===== src/xmb_map.vh =====
`ifndef XMB_MAP_VH
`define XMB_MAP_VH
// register offsets on the plain register port
`define XMB_REG_CTRL    4'h0
`define XMB_REG_TPTR_L  4'h1
`define XMB_REG_TPTR_H  4'h2
`define XMB_REG_TPTR_U  4'h3
`define XMB_REG_TLAT    4'h4
`define XMB_REG_CMD     4'h5
`define XMB_REG_STAT    4'h6
`define XMB_REG_FETCH_L 4'h7
`define XMB_REG_FETCH_H 4'h8
// control register fields
`define XMB_CTRL_WM_LO   0
`define XMB_CTRL_WAIT_LO 4
`define XMB_CTRL_RST     8'h00
// write mode codes
`define XMB_WM_BYTE_WR  2'h0
`define XMB_WM_WORD_WR  2'h1
// any code with bit 1 set is byte select
`define XMB_WM_SEL_BIT  1
// command bits
`define XMB_CMD_WRITE   0
`define XMB_CMD_READ    1
`define XMB_CMD_FETCH   2
// status bits
`define XMB_STAT_BUSY   0
`define XMB_STAT_SLEEP  1
// extra read cycles that cover the pin synchroniser
`define XMB_SYNC_CYC    3'h4
`endif


===== src/xmb_pin_sync.v =====
`timescale 1ns/1ps
// three-stage synchroniser for the multiplexed bus inputs
module xmb_pin_sync
(
    input  wire        core_clk,
    input  wire        rst,
    input  wire [15:0] pin_in,
    output wire [15:0] pin_sync
);
    reg [15:0] s1_r;    // first stage, read only by the second
    reg [15:0] s2_r;    // second stage
    reg [15:0] s3_r;    // third stage
    reg [15:0] held_r;  // accepted value

    genvar i;
    generate
        for (i = 0; i < 16; i = i + 1)
        begin : g_bit
            // a change counts once stages two and three agree
            always @(posedge core_clk)
            begin
                if (rst)
                begin
                    s1_r[i]   <= 1'b0;
                    s2_r[i]   <= 1'b0;
                    s3_r[i]   <= 1'b0;
                    held_r[i] <= 1'b0;
                end
                else
                begin
                    s1_r[i] <= pin_in[i];
                    s2_r[i] <= s1_r[i];
                    s3_r[i] <= s2_r[i];
                    if (s2_r[i] == s3_r[i])
                        held_r[i] <= s3_r[i];
                end
            end
        end
    endgenerate

    assign pin_sync = held_r;
endmodule // xmb_pin_sync


===== src/xmb_ext_bus.v =====
// The address map and strobed register access were left to the implementer.
`timescale 1ns/1ps
`include "xmb_map.vh"
// Summary of operation
// - bus is fixed sixteen bits wide
// - write mode field picks three write styles
// - pulse address latch strobe with address out
// - output enable after latch reads whole word
// - chip enable low throughout every access unless sleep is requested
// - chip enable held high during sleep
// - byte write puts latch byte on both lanes
// - byte write strobes high or low by lsb
// - word write even: hold byte, float, no strobe
// - word write odd: latch high, held low
// - word write strobes high only
// - word write odd: lsb on byte line, both enables
// - word write still allows fetches and reads
// - byte select: both lanes, high strobe only
// - byte select picks byte by lsb
// - byte select and word write drive byte address line
// - wait field adds zero to three cycles to table reads and writes
// - idle pins float or sit at rest levels
module xmb_ext_bus
(
    input  wire        core_clk,
    input  wire        rst,
    input  wire [3:0]  reg_addr,
    input  wire [7:0]  reg_wdata,
    input  wire        reg_wr,
    input  wire        reg_rd,
    output reg  [7:0]  reg_rdata,
    input  wire        sleep_req,
    input  wire [15:0] muxed_addr_data_bus_in,
    output reg  [15:0] muxed_addr_data_bus_out,
    output reg         muxed_addr_data_bus_oe,
    output reg  [3:0]  upper_addr_out,
    output reg         upper_addr_oe,
    output reg         address_latch_strobe,
    output reg         output_enable_n,
    output reg         chip_enable_n,
    output reg         write_high_strobe_n,
    output reg         write_low_strobe_n,
    output reg         upper_byte_enable_n,
    output reg         lower_byte_enable_n,
    output reg         byte_address_line
);
    // bus cycle states
    localparam ST_IDLE = 3'h0;
    localparam ST_ALE  = 3'h1;
    localparam ST_HOLD = 3'h2;
    localparam ST_DATA = 3'h3;
    localparam ST_END  = 3'h4;

    // operation kinds
    localparam OP_WRITE = 2'h0;
    localparam OP_READ  = 2'h1;
    localparam OP_FETCH = 2'h2;

    reg  [7:0]  ctrl_r;          // write mode and wait count
    reg  [19:0] table_pointer_r; // table pointer
    reg  [7:0]  table_latch_r;   // table latch byte
    reg  [7:0]  hold_latch_r;    // word write low byte store
    reg  [15:0] fetch_word_r;    // last fetched word
    reg  [2:0]  state_r;         // bus state
    reg  [2:0]  state_nxt;
    reg  [1:0]  op_r;            // current operation
    reg  [2:0]  cnt_r;           // data phase counter
    reg  [2:0]  cnt_nxt;
    reg  [15:0] pin_data;        // bus value to drive next

    wire [15:0] bus_sync;        // synchronised bus input
    wire [1:0]  write_mode;      // write mode select
    wire [1:0]  bus_wait_count;  // wait field
    wire [2:0]  wait_cyc;        // wait cycles for table ops
    wire        lsb;             // table pointer bit 0
    wire        mode_sel;        // byte select mode
    wire        mode_word;       // word write mode
    wire        busy;            // a bus cycle is in progress
    wire        cmd_wr;          // command register written
    wire        start;           // accept a new cycle
    wire        wr_even_word;    // word write to an even address

    assign write_mode     = ctrl_r[`XMB_CTRL_WM_LO +: 2];
    assign bus_wait_count = ctrl_r[`XMB_CTRL_WAIT_LO +: 2];
    // 11 gives none, 00 gives three
    assign wait_cyc       = {1'b0, ~bus_wait_count};
    assign lsb            = table_pointer_r[0];
    assign mode_sel       = write_mode[`XMB_WM_SEL_BIT];
    assign mode_word      = ~mode_sel &
                            (write_mode == `XMB_WM_WORD_WR);
    assign busy           = (state_r != ST_IDLE);
    assign cmd_wr         = reg_wr & (reg_addr == `XMB_REG_CMD);
    // no cycle starts while asleep or busy
    assign start          = cmd_wr & ~busy & ~sleep_req;
    assign wr_even_word   = (op_r == OP_WRITE) & mode_word & ~lsb;

    // bus input synchroniser
    xmb_pin_sync u_sync
    (
        .core_clk (core_clk),
        .rst      (rst),
        .pin_in   (muxed_addr_data_bus_in),
        .pin_sync (bus_sync)
    );

    // next state and data phase length
    always @*
    begin
        state_nxt = state_r;
        cnt_nxt   = cnt_r;
        case (state_r)
            ST_IDLE:
            begin
                if (start)
                    state_nxt = ST_ALE;
            end
            ST_ALE:
            begin
                state_nxt = ST_HOLD;
            end
            ST_HOLD:
            begin
                // fetches take no wait states
                state_nxt = ST_DATA;
                if (op_r == OP_FETCH)
                    cnt_nxt = `XMB_SYNC_CYC;
                else if (op_r == OP_READ)
                    cnt_nxt = wait_cyc + `XMB_SYNC_CYC;
                else
                    cnt_nxt = wait_cyc;
            end
            ST_DATA:
            begin
                if (cnt_r == 3'h0)
                    state_nxt = ST_END;
                else
                    cnt_nxt = cnt_r - 3'h1;
            end
            ST_END:
            begin
                state_nxt = ST_IDLE;
            end
            default:
            begin
                state_nxt = ST_IDLE;
            end
        endcase
    end

    // state, counter and operation
    always @(posedge core_clk)
    begin
        if (rst)
        begin
            state_r <= ST_IDLE;
            cnt_r   <= 3'h0;
            op_r    <= OP_WRITE;
        end
        else
        begin
            state_r <= state_nxt;
            cnt_r   <= cnt_nxt;
            if (start)
            begin
                // fetch wins, then read, then write
                if (reg_wdata[`XMB_CMD_FETCH])
                    op_r <= OP_FETCH;
                else if (reg_wdata[`XMB_CMD_READ])
                    op_r <= OP_READ;
                else
                    op_r <= OP_WRITE;
            end
        end
    end

    // software registers and captured data
    always @(posedge core_clk)
    begin
        if (rst)
        begin
            ctrl_r          <= `XMB_CTRL_RST;
            table_pointer_r <= 20'h00000;
            table_latch_r   <= 8'h00;
            hold_latch_r    <= 8'h00;
            fetch_word_r    <= 16'h0000;
        end
        else
        begin
            if (reg_wr)
            begin
                case (reg_addr)
                    `XMB_REG_CTRL:
                        ctrl_r <= reg_wdata & 8'h33;
                    `XMB_REG_TPTR_L:
                        table_pointer_r[7:0] <= reg_wdata;
                    `XMB_REG_TPTR_H:
                        table_pointer_r[15:8] <= reg_wdata;
                    `XMB_REG_TPTR_U:
                        table_pointer_r[19:16] <= reg_wdata[3:0];
                    `XMB_REG_TLAT:
                        table_latch_r <= reg_wdata;
                    default:
                        ;
                endcase
            end
            // even word write only loads the holding latch
            if (state_r == ST_HOLD && wr_even_word)
                hold_latch_r <= table_latch_r;
            // end state: the word has cleared all three sync stages
            if (state_r == ST_END)
            begin
                if (op_r == OP_FETCH)
                    fetch_word_r <= bus_sync;
                else if (op_r == OP_READ)
                    // bit 0 set selects the upper byte
                    table_latch_r <= lsb ? bus_sync[15:8]
                                         : bus_sync[7:0];
            end
        end
    end

    // bus value per state and mode
    always @*
    begin
        pin_data = table_pointer_r[15:0];
        if (state_r == ST_DATA || state_r == ST_END)
        begin
            if (mode_word)
                // odd half carries latch high, held byte low
                pin_data = {table_latch_r, hold_latch_r};
            else
                // byte write and byte select copy both lanes
                pin_data = {table_latch_r, table_latch_r};
        end
    end

    // registered pins, one cycle behind the state
    always @(posedge core_clk)
    begin
        if (rst)
        begin
            muxed_addr_data_bus_out <= 16'h0000;
            muxed_addr_data_bus_oe  <= 1'b0;
            upper_addr_out          <= 4'h0;
            upper_addr_oe           <= 1'b0;
            address_latch_strobe    <= 1'b0;
            output_enable_n         <= 1'b1;
            chip_enable_n           <= 1'b1;
            write_high_strobe_n     <= 1'b1;
            write_low_strobe_n      <= 1'b1;
            upper_byte_enable_n     <= 1'b1;
            lower_byte_enable_n     <= 1'b1;
            byte_address_line       <= 1'b0;
        end
        else
        begin
            // rest levels outside a bus cycle
            muxed_addr_data_bus_out <= 16'h0000;
            muxed_addr_data_bus_oe  <= 1'b0;
            upper_addr_out          <= 4'h0;
            upper_addr_oe           <= 1'b0;
            address_latch_strobe    <= 1'b0;
            output_enable_n         <= 1'b1;
            chip_enable_n           <= 1'b1;
            write_high_strobe_n     <= 1'b1;
            write_low_strobe_n      <= 1'b1;
            upper_byte_enable_n     <= 1'b1;
            lower_byte_enable_n     <= 1'b1;
            byte_address_line       <= 1'b0;
            if (busy)
            begin
                // chip enabled for every access, reads or writes, while no sleep is requested
                chip_enable_n  <= sleep_req;
                upper_addr_out <= table_pointer_r[19:16];
                upper_addr_oe  <= 1'b1;
                // whole sixteen-bit word on the bus
                muxed_addr_data_bus_out <= pin_data;
                if (state_r == ST_ALE)
                begin
                    address_latch_strobe   <= 1'b1;
                    muxed_addr_data_bus_oe <= 1'b1;
                end
                else if (state_r == ST_HOLD)
                begin
                    // address held past the latch edge
                    muxed_addr_data_bus_oe <= 1'b1;
                end
                else if (op_r != OP_WRITE)
                begin
                    // memory drives both bytes together
                    if (state_r == ST_DATA)
                        output_enable_n <= 1'b0;
                    upper_byte_enable_n <= 1'b0;
                    lower_byte_enable_n <= 1'b0;
                end
                else if (wr_even_word)
                begin
                    // data phase floats, no strobe
                    muxed_addr_data_bus_oe <= 1'b0;
                    byte_address_line      <= lsb;
                end
                else
                begin
                    muxed_addr_data_bus_oe <= 1'b1;
                    if (mode_sel)
                    begin
                        // byte line or byte enables pick the byte
                        byte_address_line   <= lsb;
                        upper_byte_enable_n <= ~lsb;
                        lower_byte_enable_n <= lsb;
                        if (state_r == ST_DATA)
                            write_high_strobe_n <= 1'b0;
                    end
                    else if (mode_word)
                    begin
                        // both bytes selected, lsb shown only
                        byte_address_line   <= lsb;
                        upper_byte_enable_n <= 1'b0;
                        lower_byte_enable_n <= 1'b0;
                        if (state_r == ST_DATA)
                            write_high_strobe_n <= 1'b0;
                    end
                    else if (state_r == ST_DATA)
                    begin
                        // one strobe per byte write, by lsb
                        upper_byte_enable_n <= 1'b0;
                        lower_byte_enable_n <= 1'b0;
                        write_high_strobe_n <= ~lsb;
                        write_low_strobe_n  <= lsb;
                    end
                    else
                    begin
                        upper_byte_enable_n <= 1'b0;
                        lower_byte_enable_n <= 1'b0;
                    end
                end
            end
        end
    end

    // register read data, one cycle after the strobe
    always @(posedge core_clk)
    begin
        if (rst)
            reg_rdata <= 8'h00;
        else if (reg_rd)
        begin
            case (reg_addr)
                `XMB_REG_CTRL:    reg_rdata <= ctrl_r;
                `XMB_REG_TPTR_L:  reg_rdata <= table_pointer_r[7:0];
                `XMB_REG_TPTR_H:  reg_rdata <= table_pointer_r[15:8];
                `XMB_REG_TPTR_U:  reg_rdata <= {4'h0,
                                      table_pointer_r[19:16]};
                `XMB_REG_TLAT:    reg_rdata <= table_latch_r;
                `XMB_REG_STAT:    reg_rdata <= {6'h00, sleep_req, busy};
                `XMB_REG_FETCH_L: reg_rdata <= fetch_word_r[7:0];
                `XMB_REG_FETCH_H: reg_rdata <= fetch_word_r[15:8];
                default:          reg_rdata <= 8'h00;
            endcase
        end
        else
            reg_rdata <= 8'h00;
    end
endmodule // xmb_ext_bus


===== config.mk =====
export PLATFORM = sky130hd
export DESIGN_NAME = xmb_ext_bus
export DESIGN_NICKNAME = d
export VERILOG_FILES = /design/src/xmb_pin_sync.v /design/src/xmb_ext_bus.v
export VERILOG_INCLUDE_DIRS = /design/src /design/src/src
export SDC_FILE = /design/constraint.sdc
export NUM_CORES = 1
export LEC_CHECK = 0
export BUFFER_PORTS_ARGS = -buffer_cell sky130_fd_sc_hd__buf_2
export CORE_ASPECT_RATIO = 0.7
export CORE_UTILIZATION = 60
export CTS_BUF_LIST = sky130_fd_sc_hd__clkbuf_4
export DETAILED_ROUTE_END_ITERATION = 16
export PLACE_DENSITY_LB_ADDON = 0.2
export SLEW_MARGIN = 15
export SYNTH_ARGS = -nofsm -noshare
export SYNTH_HDL_FRONTEND = slang
export SYNTH_SLANG_ARGS = --single-unit

===== constraint.sdc =====
create_clock -name core_clk -period 2.2 [get_ports core_clk]
set_clock_uncertainty 0.2 [all_clocks]
set_input_delay 0.66 -clock core_clk [delete_from_list [all_inputs] [get_ports core_clk]]
set_output_delay 0.66 -clock core_clk [all_outputs]
set_load 0.01 [all_outputs]

==> flow_summary.json, run 1 <==
{
  "final_max_slew_violation_count": 0,
  "r2r_cells": 6,
  "type_of_the_most_critical_hold_path": "in2reg",
  "cp_slowest_stage_delay_ns": 0.75,
  "worstPathBufferInverterCount": 1,
  "post-synth-top-area-cell": "dfxtp_1",
  "antenna_cells_inserted": 0,
  "dieArea_um2": 10800,
  "power_per_cell_area_nw_per_um2": 728,
  "dp_hpwl_mm": 11.5,
  "fmax_mhz": 486,
  "globalplace.congestion": 0.944,
  "start_util_pct": 62.9,
  "antenna_found_initial": 0,
  "grt_setup_unrepaired": "no",
  "path_cells": "inv_1, ha_1, nand2b_1, or4_1, mux2i_1, nor2_1",
  "route.detailed.drc": 0,
  "clk_pin_slew_worst_paths_ns": 0.14,
  "ffs_w_async_s_r_synth_pct": 0,
  "drv_cap": 0,
  "tritoncts_num_sinks": 166,
  "power_consumption_mw": 5.20,
  "fill_cells": 765,
  "min_period_over_period_pct": 93.5,
  "timing.slew.headroom_pct": 58.0,
  "finish.cell_count_without_fillers": 892,
  "route.detailed.wl_per_inst_um": 17.9,
  "min-delay-start": "muxed_addr_data_bus_in[5]",
  "post_placement_cell_count": 858,
  "regToRegSetupSlack_ns": 0.14,
  "port_buffers": 70,
  "synthFlopType": "dfxtp_1",
  "totalWireLength_mm": 16.0,
  "worstReg2RegEnd": "hold_latch_r[2]$_SDFFE_PP0P_",
  "cts.htree.levels": 4,
  "synth-seq-cells": 166,
  "cts_buffer_depth": 2,
  "multi_input_comb_area_um2": 2690,
  "hold-path-endpoint": "u_sync.s1_r[5]$_SDFF_PP0_",
  "grt_max_degree": 30,
  "synthesis.area_um2": 6210,
  "synth_top_cell_area_share_pct": 53.5,
  "io_pins": 71,
  "critical_path_required_ns": 2.46,
  "detailedRoute.firstIterationViolations": 424,
  "synthesis.instances": 665,
  "layout_min_cycle_time_ns": 2.06,
  "mappedNetlistNets": 703,
  "post_drt_via_cell_ratio": 5.82,
  "die_width_um": 124,
  "arrival_ns": 2.32,
  "layout.core_utilization_pct": 72.4,
  "total_congestion_overflow_after_global_routing": 0,
  "detailroute.via_count": 5193,
  "finalHoldViolCount": 0,
  "grt_pass1_vias": 4864,
  "setup_viol": 0,
  "worst_setup_path_start_kind": "register",
  "critical-path-slowest-cell": "or4_1",
  "clock-root-buffer": "clkbuf_4",
  "first_pass_grt_wire_length_mm": 25.3,
  "nets": 789,
  "yosysWarnings": 0,
  "die_h_um": 87.1,
  "setup_slack_ns": 0.143,
  "ys_types": 50,
  "fin_hold_ws_ns": 0.0919,
  "edff_count_synth": 0,
  "tritoncts": "done",
  "power_leakage_nw": 2.95,
  "cts.hold.buffers_added": 0,
  "setup_total_negative_slack_ns": 0,
  "worst-setup-path-type": "reg2reg",
  "grt.total_usage_pct": 31.6,
  "postLayoutCellArea_um2": 7150,
  "register_area_um2": 3320,
  "core-area_um2": 9870,
  "clk_latency_ns": 0.56,
  "layout-drive-gt1-share_pct": 19.6,
  "placement_rows": 30,
  "status": "finished, final reports clean",
  "worst_path_dominant_cell_family": "simple AND/OR/NAND/NOR gates",
  "cts-resized-gates": 0,
  "detailed_place.area_um2": 6840,
  "yosys-top-cells-area": "dfxtp_1 53%, nor2b_1 6.8%, nand2_1 5.7%, mux2i_1 5.6%, a21oi_1 4.8%",
  "synth.yosys.seq_area_share_pct": 53.5,
  "peakVddDrop_v": 0.000495,
  "crit_path_max_fanout": 8,
  "cts_setup_buffers": 0,
  "reg2reg_from": "op_r[0]$_SDFFE_PP0P_",
  "dp_worst_setup_slack_ns": 0.0169,
  "post_synth.cell_area_avg_um2": 9.34,
  "worst_pin_slew_ns": 0.629,
  "layout-area-overhead-vs-synth_pct": 15.0,
  "inserted_clock_buffers": 17,
  "drt_pass1_iterations": 6,
  "antenna_violating_nets_post_route": 0,
  "worstSetupEndpointType": "register",
  "min_delay_path_depth": 2
}
-- synthesized netlist by cell type, types with 4 or more instances --
cell type    n
or3_1        7
mux2i_1     35
a21oi_1     60
a22oi_1      5
ha_1         5
nor3_1       4
clkbuf_1    27
o21ai_0     20
a21o_1       4
a311oi_1     8
inv_1        5
nor2_1      42
a211oi_1    16
nand3_1     20
nor2b_1     68
a31oi_1      4
a222oi_1     5
dfxtp_1    166
a22o_1       4
nand2_1     94
buf_2       13
and2_1       5
nand2b_1     5
mux2_2       5
nand3b_1     7
-- worst max path at each step --
stage                                    start                      endpoint  slack (ns)  depth (start not counted)
after floorplan                    reg_addr[2]       reg_rdata[3]$_SDFF_PP0_        0.17                          5
after global placement             reg_addr[2]          op_r[0]$_SDFFE_PP0P_        0.06                          5
after detailed placement           reg_addr[2]   table_latch_r[5]$_SDFF_PP0_        0.02                          5
after CTS                 op_r[0]$_SDFFE_PP0P_   table_latch_r[0]$_SDFF_PP0_        0.01                          6
after global routing      op_r[0]$_SDFFE_PP0P_  hold_latch_r[6]$_SDFFE_PP0P_        0.05                          6
final                     op_r[0]$_SDFFE_PP0P_  hold_latch_r[2]$_SDFFE_PP0P_        0.14                          6
-- state kept, by name, summed over array words and instances (netlist names), 8 cells and up --
| name | flops |
|---|---|
| fetch_word_r | 16 |
| table_latch_r | 8 |
| reg_rdata | 8 |
| table_pointer_r | 20 |
| hold_latch_r | 8 |
| u_sync.pin_sync | 16 |
| u_sync.s1_r | 16 |
| muxed_addr_data_bus_out | 16 |
| u_sync.s3_r | 16 |
| u_sync.s2_r | 16 |
-- routing by layer --
layer | vias up | GRT usage, % | wire length, um | part of all wire [%]
met5 | - | 0 | 0 | 0
met4 | 0 | 11.8 | 438 | 2.7
li1 | 2463 | - | - | -
met3 | 38 | 7.72 | 1140 | 7.2
met2 | 201 | 47.7 | 6950 | 44
met1 | 2491 | 43.7 | 7430 | 47
-- area by class of cell --
class	count	share of cell area, %
flip-flops and latches	166	46.5
inverters	5	0.263
clock inverters	15	2.33
well taps	128	2.24
repair buffers	109	9.21
clock buffers	17	1.79
multi-input cells	452	37.7
-- placed cells by master (no fill, tap or decap), types with 5 or more instances in the layout --
cell      instances
and2_1            5
nor2b_1          68
clkbuf_4         17
a21oi_1          60
inv_1             5
nand3_1          20
o21ai_0          20
a222oi_1          5
dfxtp_1         166
nand3b_1          7
or3_1             7
nor2_1           42
buf_4            39
a211oi_1         16
buf_2            69
mux2i_1          35
a22oi_1           5
nand2b_1          5
mux2_2            5
nand2_1          94
a311oi_1          8
ha_1              5
-- cell families after synthesis --
group,Yosys count,share of synthesized area (%)
buf+inv,47,3.16
compound gates,136,13.7
fa+ha+maj,5,1.01
simple gates,270,21.9
mux,40,6.54
flops,166,53.5
xor+xnor,1,0.141
-- power by group --
part | switching [mW] | internal, mW
Combinational | 0.151 | 0.0985
Clock | 1.17 | 0.705
Sequential | 0.0285 | 3.05
Total | 1.35 | 3.86
Power figures use the tool's default switching activity.
==> run 2: changes to the inputs <==
--- a/config.mk
+++ b/config.mk
@@ -8,8 +8,11 @@
 export LEC_CHECK = 0
 export BUFFER_PORTS_ARGS = -buffer_cell sky130_fd_sc_hd__buf_2
+export CELL_PAD_IN_SITES_DETAIL_PLACEMENT = 0
+export CELL_PAD_IN_SITES_GLOBAL_PLACEMENT = 2
 export CORE_ASPECT_RATIO = 0.7
-export CORE_UTILIZATION = 60
+export CORE_UTILIZATION = 38
 export CTS_BUF_LIST = sky130_fd_sc_hd__clkbuf_4
 export DETAILED_ROUTE_END_ITERATION = 16
+export GPL_TIMING_DRIVEN = 0
 export PLACE_DENSITY_LB_ADDON = 0.2
 export SLEW_MARGIN = 15
==> constraint.sdc (replaced) <==
create_clock -name core_clk -period 2.2 [get_ports core_clk]
set_clock_uncertainty 0.2 [all_clocks]
set_input_delay 0.44 -clock core_clk [delete_from_list [all_inputs] [get_ports core_clk]]
set_output_delay 0.44 -clock core_clk [all_outputs]
set_load 0.01 [all_outputs]
==> flow_summary.json, run 2 (synthesis gave the netlist of run 1 again) <==
{
  "grt_max_degree": 17,
  "power_leakage_nw": 2.99,
  "port_buffers": 69,
  "clock-root-buffer": "clkbuf_4",
  "die_width_um": 155,
  "grt.total_usage_pct": 22.9,
  "layout_common_cells": "166 x dfxtp_1, 94 x nand2_1, 81 x buf_2",
  "finalHoldViolCount": 0,
  "die_h_um": 109,
  "worst-setup-path-type": "reg2reg",
  "worstSetupEndpointType": "register",
  "layout_commonest_cell": "dfxtp_1",
  "drv_cap": 0,
  "min_period_over_period_pct": 93.2,
  "detailroute.via_count": 5219,
  "clk_latency_ns": 0.57,
  "antenna_violating_nets_post_route": 0,
  "crit_path_max_fanout": 8,
  "route.detailed.wl_per_inst_um": 18.2,
  "nets": 816,
  "grt_setup_unrepaired": "no",
  "layout-area-overhead-vs-synth_pct": 19.5,
  "inserted_clock_buffers": 17,
  "fill_cells": 1530,
  "dieArea_um2": 16900,
  "setup_total_negative_slack_ns": 0,
  "dp_worst_setup_slack_ns": -0.386,
  "arrival_ns": 2.31,
  "status": "finished, final reports clean",
  "io_pins": 71,
  "layout_min_cycle_time_ns": 2.05,
  "peakVddDrop_v": 0.000404,
  "core-area_um2": 15700,
  "final_max_slew_violation_count": 0,
  "setup_viol": 0,
  "fmax_mhz": 487,
  "cts.htree.levels": 4,
  "antenna_found_initial": 0,
  "clk_pin_slew_worst_paths_ns": 0.15,
  "drt_pass1_iterations": 7,
  "first_pass_grt_wire_length_mm": 28.3,
  "timing.slew.headroom_pct": 27.1,
  "type_of_the_most_critical_hold_path": "in2reg",
  "power_per_cell_area_nw_per_um2": 722,
  "registers.top_by_ff_count": "table_pointer_r",
  "antenna_cells_inserted": 0,
  "grt_pass1_vias": 4861,
  "total_congestion_overflow_after_global_routing": 0,
  "dp_hpwl_mm": 13.6,
  "route.detailed.drc": 0,
  "worst_pin_slew_ns": 1.08,
  "placement_rows": 38,
  "post_drt_via_cell_ratio": 5.16,
  "tritoncts_num_sinks": 166,
  "globalplace.congestion": 0.865,
  "layout-drive-gt1-share_pct": 16.9,
  "detailedRoute.firstIterationViolations": 418,
  "largest_register_ffs": 20,
  "critical_path_required_ns": 2.46,
  "setup_slack_ns": 0.149,
  "totalWireLength_mm": 18.4,
  "worst_setup_path_start_kind": "register",
  "cts_buffer_depth": 2,
  "tritoncts": "done",
  "start_util_pct": 39.5
}
==> run 2: changes by cell type in the layout (fill, tap and decap cells not counted), moves of 2 or more <==
cell / before / now
clkinv_4: 2 / 0
inv_6: 4 / 6
clkbuf_1: 0 / 23
buf_4: 39 / 3
clkbuf_2: 0 / 4
dlygate4sd3_1: 0 / 25
buf_2: 69 / 81
==> run 2: timing repair <==
item / 4_1_cts / 5_1_grt
hold buffers: 24 / 1
resized for setup: 3 / 8
endpoints found under the setup margin: 24 / 18
gates cloned: 0 / 0
buffers inserted: 0 / 1
hold endpoints to repair: 33 / 1
==> run 2: worst max-delay path, cell delays in order (launching register included) <==
cell	delay [ns]
dfxtp_1	0.36
inv_1	0.09
ha_2	0.24
nand2b_1	0.11
or4_1	0.52
buf_4	0.21
mux2i_1	0.17
nor2_1	0.05
==> run 2: where the power goes <==
part / internal (mW) / switching [mW] / total, mW
logic: 0.115 / 0.171 / 0.285
registers: 3.05 / 0.0285 / 3.08
clock network: 0.818 / 1.18 / 2.00
total: 3.99 / 1.38 / 5.36
==> run 2: final cells by class <==
cell class                 count  area, um^2  share of cell area, %
multi-input combinational    452        2710                   36.5
inverter                       5        18.8                  0.253
sequential                   166        3320                   44.8
clock buffer                  17         128                   1.72
tap                          220         275                   3.71
clock inverter                15         186                   2.51
buffer                        41         181                   2.44
timing repair buffer          95         603                   8.12
==> run 2: per-layer routing <==
metal	wire length [um]	part of all wire (%)	up-vias	global-route usage, %
li1	-	-	2530	-
met1	9560	52	2504	34.2
met2	7480	41	164	33.6
met3	1160	6.3	21	5.56
met4	248	1.3	0	3.89
met5	0	0	-	0
==> run 2: final timing paths <==
kind / slack, ns / start / cells past startpoint / to
setup / recovery: 0.15 / op_r[1]$_SDFFE_PP0P_ / 7 / hold_latch_r[4]$_SDFFE_PP0P_
hold / removal: 0.16 / reg_addr[3] / 4 / table_latch_r[1]$_SDFF_PP0_
setup reg to reg: 0.15 / op_r[1]$_SDFFE_PP0P_ / 7 / hold_latch_r[4]$_SDFFE_PP0P_
hold reg to reg: 0.25 / u_sync.s1_r[0]$_SDFF_PP0_ / 1 / u_sync.s2_r[0]$_SDFF_PP0_
==> run 2: metrics by stage <==
| step | power [mW] | utilization, % | hold WS, ns | instance area [um^2] | instances |
|---|---|---|---|---|---|
| finish | 5.36 | 47.2 | 0.156 | 7430 | 1011 |
| detailed placement | 3.40 | 43.4 | 0.225 | 6830 | 954 |
| global route | 5.58 | 47.2 | 0.144 | 7430 | 1011 |
| CTS | 5.41 | 47.0 | 0.000872 | 7390 | 1009 |
| global placement | 3.39 | 43.4 | 0.218 | 6830 | 954 |
| floorplan | 3.28 | - | 0.214 | 6210 | 665 |
